**config.mk**
```make
export PLATFORM = sky130hd
export DESIGN_NAME = sink_input_unit
export DESIGN_NICKNAME = d
export VERILOG_FILES = /design/src/include/sink_input_pkg.sv /design/src/design/sink_input_unit.sv
export VERILOG_INCLUDE_DIRS = /design/src /design/src/include
export SDC_FILE = /design/constraint.sdc
export NUM_CORES = 1
export LEC_CHECK = 0
export BUFFER_PORTS_ARGS = -buffer_cell sky130_fd_sc_hd__buf_2
export CORE_MARGIN = 2
export CORE_UTILIZATION = 45
export DETAILED_ROUTE_END_ITERATION = 8
export GPL_ROUTABILITY_DRIVEN = 0
export GPL_TIMING_DRIVEN = 0
export SYNTH_ARGS = -nofsm -noshare
export SYNTH_HDL_FRONTEND = slang
export SYNTH_SLANG_ARGS = --single-unit
```
**constraint.sdc**
```tcl
create_clock -name clk -period 6 [get_ports clk]
set_input_delay 0 -clock clk [delete_from_list [all_inputs] [get_ports clk]]
set_output_delay 0 -clock clk [all_outputs]
set_load 0.01 [all_outputs]
```
**src/include/sink_input_map.svh**
```systemverilog
// Offsets, reset values and timing counts for the sinking input unit
`ifndef SINK_INPUT_MAP_SVH
`define SINK_INPUT_MAP_SVH
`define INPUT_IMAGE_OFFSET 8'h00
`define INPUT_IMAGE_RESET 8'h00
`define CLK_HZ 25000000
`define FILTER_DELAY_US 3000
`define FILTER_CYCLES ((`CLK_HZ / 1000000) * `FILTER_DELAY_US)
`define BLINK_HZ 2
`define BLINK_HALF_CYCLES (`CLK_HZ / (2 * `BLINK_HZ))
`endif

```
**src/include/sink_input_pkg.sv**
```systemverilog
// Types for the sinking input unit
package sink_input_pkg;
    typedef enum logic [1:0] {
        lamp_normal,
        lamp_bus_lost,
        lamp_power_fail
    } lamp_mode_t;
endpackage : sink_input_pkg

```
**src/design/sink_input_unit.sv**
```systemverilog
// Eight-channel sinking input unit with filter, input image and lamps
// How it works
// - A channel reads one when its terminal is pulled to ground.
// - Eight channels fill one byte at offset zero, bit n is channel n.
// - A rise to one is reported only after the active level held for 3 ms.
// - A fall to zero shows only after the inactive level held for 3 ms.
// - The unit takes no output bytes and ignores any output data offered.
// - There are no parameter bytes, no diagnostic bytes and no interrupts.
// - Bus fine with a module error lights fault, and run while the electronic supply is on.
// - Bus lost with a module error darkens run and lights fault.
// - A bus power fault darkens both run and fault.
// - A configuration error blinks the fault lamp at 2 Hz while bus power is good.
// - Each channel lamp follows its channel's reported state.
// - Channel lamps keep following inputs with the electronic supply off.
`include "sink_input_map.svh"

module sink_input_unit #(
    parameter int CHANNELS = 8,
    parameter int FILTER_CYCLES = `FILTER_CYCLES,
    parameter int BLINK_HALF_CYCLES = `BLINK_HALF_CYCLES
) (
    input wire logic clk,
    input wire logic rstn,
    input wire logic [CHANNELS-1:0] channel_input_n,
    input wire logic [7:0] read_addr,
    input wire logic [7:0] output_data,
    input wire logic output_data_valid,
    input wire logic bus_ok,
    input wire logic bus_power_ok,
    input wire logic module_error,
    input wire logic config_error,
    input wire logic electronics_on,
    output logic [7:0] input_image_byte,
    output logic run_lamp,
    output logic fault_lamp,
    output logic [CHANNELS-1:0] channel_lamp
);
    localparam int CW = $clog2(FILTER_CYCLES + 1);
    localparam int BW = $clog2(BLINK_HALF_CYCLES + 1);
    localparam logic [CW-1:0] FILTER_LAST = CW'(FILTER_CYCLES - 1);
    localparam logic [BW-1:0] BLINK_LAST = BW'(BLINK_HALF_CYCLES - 1);

    logic [CHANNELS-1:0] sync1;
    logic [CHANNELS-1:0] next_sync1;
    logic [CHANNELS-1:0] sync2;
    logic [CHANNELS-1:0] next_sync2;
    logic [CHANNELS-1:0] sampled;
    logic [CHANNELS-1:0] next_sampled;
    logic [CHANNELS-1:0] filtered;
    logic [CHANNELS-1:0] next_filtered;
    logic [CW-1:0] count [CHANNELS];
    logic [CW-1:0] next_count [CHANNELS];
    logic [BW-1:0] blink_count;
    logic [BW-1:0] next_blink_count;
    logic blink;
    logic next_blink;
    logic [7:0] next_image;
    logic next_run;
    logic next_fault;
    logic [CHANNELS-1:0] next_lamp;
    sink_input_pkg::lamp_mode_t mode;

    // Output data and its strobe are deliberately left unused
    logic unused_out;
    assign unused_out = ^{output_data, output_data_valid};

    // Ground at the terminal reads as active; two flops for metastability
    always_comb begin
        next_sync1 = ~channel_input_n;
        next_sync2 = sync1;
        next_sampled = sync2;
    end

    // Reset leaves every channel reading inactive, so no false edge
    always_ff @(posedge clk or negedge rstn) begin
        if (!rstn) begin
            sync1 <= '0;
            sync2 <= '0;
            sampled <= '0;
        end else begin
            sync1 <= next_sync1;
            sync2 <= next_sync2;
            sampled <= next_sampled;
        end
    end

    // One filter per channel, each with its own counter
    genvar g;
    generate
        for (g = 0; g < CHANNELS; g++) begin : gen_filter
            always_comb begin
                next_count[g] = count[g];
                next_filtered[g] = filtered[g];
                // A bounce restarts the count
                if (sync2[g] != sampled[g]) begin
                    next_count[g] = '0;
                end else if (sampled[g] != filtered[g]) begin
                    if (count[g] == FILTER_LAST) begin
                        next_filtered[g] = sampled[g];
                        next_count[g] = '0;
                    end else begin
                        next_count[g] = count[g] + CW'(1);
                    end
                end else begin
                    next_count[g] = '0;
                end
            end

            always_ff @(posedge clk or negedge rstn) begin
                if (!rstn) begin
                    count[g] <= '0;
                    filtered[g] <= 1'b0;
                end else begin
                    count[g] <= next_count[g];
                    filtered[g] <= next_filtered[g];
                end
            end
        end
    endgenerate

    // Only offset zero holds data; everything else reads zero
    always_comb begin
        next_image = '0;
        if (read_addr == `INPUT_IMAGE_OFFSET) begin
            next_image[CHANNELS-1:0] = filtered;
        end
    end

    // Registered so the byte stands steady between edges
    always_ff @(posedge clk or negedge rstn) begin
        if (!rstn) begin
            input_image_byte <= `INPUT_IMAGE_RESET;
        end else begin
            input_image_byte <= next_image;
        end
    end

    // Free-running, so the blink phase does not wait for the error
    always_comb begin
        next_blink_count = blink_count + BW'(1);
        next_blink = blink;
        if (blink_count == BLINK_LAST) begin
            next_blink_count = '0;
            next_blink = ~blink;
        end
    end

    always_ff @(posedge clk or negedge rstn) begin
        if (!rstn) begin
            blink_count <= '0;
            blink <= 1'b0;
        end else begin
            blink_count <= next_blink_count;
            blink <= next_blink;
        end
    end

    // Power loss outranks a lost bus, which outranks module status
    always_comb begin
        if (!bus_power_ok) begin
            mode = sink_input_pkg::lamp_power_fail;
        end else if (!bus_ok) begin
            mode = sink_input_pkg::lamp_bus_lost;
        end else begin
            mode = sink_input_pkg::lamp_normal;
        end
    end

    // Channel lamps run from the field side, so the electronics switch
    // does not gate them
    always_comb begin
        next_lamp = filtered;
    end

    always_ff @(posedge clk or negedge rstn) begin
        if (!rstn) begin
            channel_lamp <= '0;
        end else begin
            channel_lamp <= next_lamp;
        end
    end

    // Electronics off darkens only the run lamp
    always_comb begin
        next_run = 1'b0;
        next_fault = 1'b0;
        unique case (mode)
            sink_input_pkg::lamp_normal: begin
                next_run = 1'b1;
                next_fault = module_error;
            end
            sink_input_pkg::lamp_bus_lost: begin
                next_run = 1'b0;
                next_fault = 1'b1;
            end
            sink_input_pkg::lamp_power_fail: begin
                next_run = 1'b0;
                next_fault = 1'b0;
            end
        endcase
        if (config_error && mode != sink_input_pkg::lamp_power_fail) begin
            next_fault = blink;
        end
        if (!electronics_on) begin
            next_run = 1'b0;
        end
    end

    // No interrupt or diagnostic output exists by design
    always_ff @(posedge clk or negedge rstn) begin
        if (!rstn) begin
            run_lamp <= 1'b0;
            fault_lamp <= 1'b0;
        end else begin
            run_lamp <= next_run;
            fault_lamp <= next_fault;
        end
    end
endmodule : sink_input_unit

```
==> After elaboration in Yosys (flattened, before gate mapping) <==
Index checks and enable logic that the tools add are counted.
Widths: inputs -> output; s select.
{ "word_totals": {"reg_bits": 210, "input_bits": 32, "output_inout_bits": 18, "elab_cells": 116} }
{ "classes": {"n_addsub": 9, "n_eq_ne": 28, "muxes": 32, "bitwise_logic": 10, "n_reduce_logical": 12} }
{ "ops": {"columns": ["cell", "n"], "rows": [
  ["$mux 17", 24],
  ["$add 17x1->17 const B", 8],
  ["$eq 17x17->1 const B", 8],
  ["$reduce_and 3->1", 8],
  ["$add 23x1->23 const B", 1],
  ["$eq 23x23->1 const B", 1],
  ["$mux 23", 1],
  ["$ne 1x1->1", 16],
  ["$not 1->1", 9],
  ["$logic_not 8->1", 1],
  ["$mux 8", 1],
  ["$not 8->8", 1],
  ["$mux 1", 3],
  ["$pmux 1 s3", 1],
  ["$eq 2x1->1 const B", 1],
  ["$eq 2x2->1 const B", 1],
  ["$logic_not 2->1", 1],
  ["$mux 2", 1],
  ["$ne 2x2->1 const B", 1],
  ["$pmux 1 s2", 1],
  ["$reduce_or 2->1", 1],
  ["$logic_and 1x1->1", 1]
]} }

==> Depth between registers and ports, before layout <==
{ "logic_depth": {"word_depth": 6, "mapped_depth": 7, "ltp_nobuf": 5} }

==> Least setup slack after synthesis <==
Ideal clock, no wire load.
{ "synth_path": {"path_type": "register to register", "start": "reg blink_count[0]", "end": "reg blink_count[19]", "setup_ns": 0.126, "arrival_ns": 1.778, "required_ns": 5.874, "slack_ns": 4.096, "stages_incl_launch_ff": 8, "path_buffers": 2, "synth_period_minus_slack_ns": 1.904, "path_cell_list": "dfrtp_1 ha_1 buf_2 nand3_1 or4b_4 nor3_4 buf_4 a21oi_1"} }
{ "synth_between": {"elab_chain_cells": 2, "word_cells_on_any_way": 3, "cone_classes": "1 x add/sub; 1 x eq/ne; 1 x mux"} }
{ "synth_rtl": {"columns": ["item", "line_no", "source"], "rows": [
  ["from (decl)", "sink_input_unit.sv:53", "logic [BW-1:0] blink_count;"],
  ["from (signal assigned)", "sink_input_unit.sv:153", "blink_count <= next_blink_count;"],
  ["$add 23x1->23 / $eq 23x23->1 (equally long branches)", "sink_input_unit.sv:140, sink_input_unit.sv:142", null],
  ["$mux 23 *", "sink_input_unit.sv:142", "if (blink_count == BLINK_LAST) begin"],
  ["net next_blink_count[19]", "sink_input_unit.sv:54", "logic [BW-1:0] next_blink_count;"]
]} }
The timed path passes the listed nets; every way through them passes the cells marked *.
A chain may end at the register's enable or synchronous reset.

==> Worst setup path in the final report <==
{ "layout_path": {"start": "reg blink_count[0]", "end": "reg blink_count[11]"} }
The elaborated chain is that of the path after synthesis.

==> metrics.yaml <==
yosys.area.top_type: "dfrtp_1"
p_leak_nw: 4.61
outcome: "completed"
dieArea_um2: 22700
synth_edf_count: 0
regArea_um2: 5260
maxSlewViolCount: 0
post_drt_wl_per_cell_um: 13.4
async_flop_share_pct: 100
synthFlopType: "dfrtp_1"
layout_min_cycle_time_ns: 2.16
cts.path.max_buffers: 3
worstSetupEndpointType: "register"
tightest_slew_ns: 0.853
nets: 1072
fin_worst_hold_slack_ns: 0.136
vias: 6856
grt_pass1_vias: 6654
syn_to_final_growth_pct: 16.1
antenna_found_initial: 0
ant_nets: 0
place.port_buffers: 40
place_area_um2: 10300
ys_seq_elements: 210
hold_class: "input port to register"
slew_headroom_pct: 43.2
fin_crit_sh_pct: 36.0
critPathLaunchType: "register"
ios: 50
coreArea_um2: 21100
postCtsSetupRepairBufs: 0
cts_resized: 0
clkSinkCount: 210
ys_seq_area_share_pct: 54.2
power.switching_mw: 0.611
rsz0062_at_grt: "false"
dieHeight_um: 151
drc: 0
num_rows: 53
cts_tree: "yes"
critPathBufInv: 2
start_util_pct: 46.0
cp_max_fo: 10
pwr-share-seq_pct: 47.8
finClkSkew_ns: 0.00504
fmax_mhz: 462
multiInputGateArea_um2: 4150
netlist_area_um2: 9700
synth_top_area_share_pct: 54.2
drive_above_1_share_pct: 10.2
path_class: "register to register"
cts_hold_repair.buffers: 16
p_clk_share_pct: 49.5
clockRootBuffer: "clkbuf_16"
final_hold_viol_count: 0
cpLargestDelayFamily: "simple AND/OR/NAND/NOR gates"
htreeDepth: 1
cts_buffers: 23
syn_nets: 990
fill_cells: 1928
viasPerCell: 5.19
grt_usage_pct: 16.3
clkTransAtPathRegs_ns: 0.06
critical_path.max_stage_delay_ns: 0.57
critPathSlowestCell: "or4b_4"
grt_pass1_wl_um: 31100
power_density_nw_per_um2: 268
grt_max_degree: 117
maxCapViolations: 0
grt.overflow.total: 0
stdcell_area_um2: 11300
synthTopCellsByArea: "dfrtp_1 (54%), xnor2_1 (7.6%), nor2_1 (6.0%)"
max-vdd-ir-drop_mv: 0.160
drtPass1Iterations: 4
internal-power_mw: 2.40
power_mw: 3.01
drt_wl_total_um: 17800
syn_area_per_cell_um2: 10.2
arrival_ns: 2.55
drt-initial-drc-count: 291
finalSetupTns_ns: 0
insertion_delay_ns: 0.49
dieWidth_um: 151
ys_warn_count: 0
finalSetupViolCount: 0
combPwrFrac_pct: 2.7
path_cells: "ha_1 -> buf_2 -> nand3_1 -> or4b_4 -> nor3_4 -> buf_4 -> nor2_1"
netlist_instances: 949
p_sw_share_pct: 20.3
antenna_cells: 0
cp.required_ns: 6.38
yosysUniqueCellTypes: 51
dp_hpwl_um: 11500
final cells by class:
type	count	area share, %
Clock inverter	10	1.36
Buffer	22	1.01
Sequential cell	210	46.7
Multi-Input combinational cell	669	36.9
Inverter	48	1.60
Clock buffer	31	5.91
Tap cell	275	3.06
Timing Repair Buffer	57	3.53
cell families (layout without fill, tap and decap cells):
| family | Yosys count | count (layout) | synth area share [%] |
|---|---|---|---|
| multiplexers | 4 | 4 | 0.413 |
| flip-flops | 210 | 210 | 54.2 |
| buffers and inverters | 70 | 168 | 3.03 |
| AO/OA/AOI/OAI | 58 | 58 | 4.14 |
| AND/OR/NAND/NOR | 472 | 472 | 25.7 |
| adder cells (fa/ha/maj) | 9 | 9 | 1.16 |
| XOR/XNOR | 126 | 126 | 11.4 |
synthesized netlist by cell type (3+ instances only):
cell type and count:
dfrtp_1 210, nor2_1 155, xnor2_1 84, nand3_1 63, nand4_1 50, inv_1 48
xor2_1 42, nand2_1 41, nor4_1 35, nor3_1 31, a21oi_1 17, and2_1 14
o21ai_0 13, and3_1 12, or3_1 11, clkbuf_1 10, ha_1 9, and4_1 8
or4_1 8, buf_2 7, nor4b_1 6, a31o_2 5, nor4bb_1 5, or4b_1 5
mux2i_1 4, nand2b_1 4, nand4b_1 4, nor2b_1 4, nor3b_1 4, o211ai_1 3
o22a_1 3, o31ai_1 3, o31ai_2 3, o41a_1 3
tightest hold or removal path: cells and delay by family:
family / cells / cell delay, ns
buf+inv: 1 / 0.07
simple gates: 3 / 0.51
state kept, by name, summed over array words and instances (netlist names):
| register | cells |
|---|---|
| run_lamp | 1 |
| channel_lamp | 8 |
| fault_lamp | 1 |
| sampled | 8 |
| next_sampled | 8 |
| blink_count | 23 |
| next_sync2 | 8 |
| blink | 1 |
| count | 136 |
| input_image_byte | 8 |
| filtered | 8 |
power by group through the flow:
stage | Clock (mW) | Sequential (mW) | Combinational (mW)
after detailed placement | 0 | 1.47 | 0.0760
after CTS | 1.55 | 1.44 | 0.0833
after floorplan | 0 | 1.47 | 0.0284
final | 1.49 | 1.44 | 0.0801
after global placement | 0 | 1.47 | 0.0727
after global routing | 1.60 | 1.44 | 0.0941
cell usage in the layout, fill, tap and decap left out, drive strengths merged, types with 6 or more instances in the layout:
master,Yosys,layout
nor3,32,32
buf,12,53
or4,8,8
and2,14,14
nor4b,6,6
and3,12,12
or3,11,11
nor2,155,155
and4,8,8
a21oi,17,17
dfrtp,210,210
inv,48,48
dlygate4sd3,0,16
o31ai,6,6
nand2,41,41
nand4,50,50
nor4,37,37
clkbuf,10,41
xnor2,84,84
nand3,64,64
o21ai,13,13
xor2,42,42
ha,9,9
or4b,6,6
final timing paths:
| path | start | to | slack [ns] | depth (start not counted) |
|---|---|---|---|---|
| worst max-delay path | blink_count[0]$_DFF_PN0_ | blink_count[11]$_DFF_PN0_ | 3.84 | 7 |
| worst max register to register | blink_count[0]$_DFF_PN0_ | blink_count[11]$_DFF_PN0_ | 3.84 | 7 |
| worst min register to register | next_sync2[2]$_DFF_PN0_ | next_sampled[2]$_DFF_PN0_ | 0.35 | 0 |
| max in group asynchronous | rstn | count[43]$_DFF_PN0_ | 4.86 | 3 |
| worst min-delay path | read_addr[0] | input_image_byte[6]$_DFF_PN0_ | 0.14 | 4 |
| min in group asynchronous | rstn | count[93]$_DFF_PN0_ | 0.18 | 2 |
routing by layer:
metal	up-vias	global-route usage [%]	routed length [µm]
li1	3477	-	-
met1	3268	23.1	8680
met2	86	26.5	8130
met3	25	2.62	590
met4	0	4.07	374
met5	-	0	0
metrics by stage:
stage | worst slack (ns) | std cells | utilization [%]
finish | 3.84 | 1322 | 53.4
CTS | 3.81 | 1322 | 53.4
detailed placement | 3.81 | 1265 | 48.7
global placement | 1.31 | 1264 | 48.6
global route | 3.61 | 1322 | 53.4
floorplan | 4.10 | 949 | -
(Power assumes the default switching activity.)
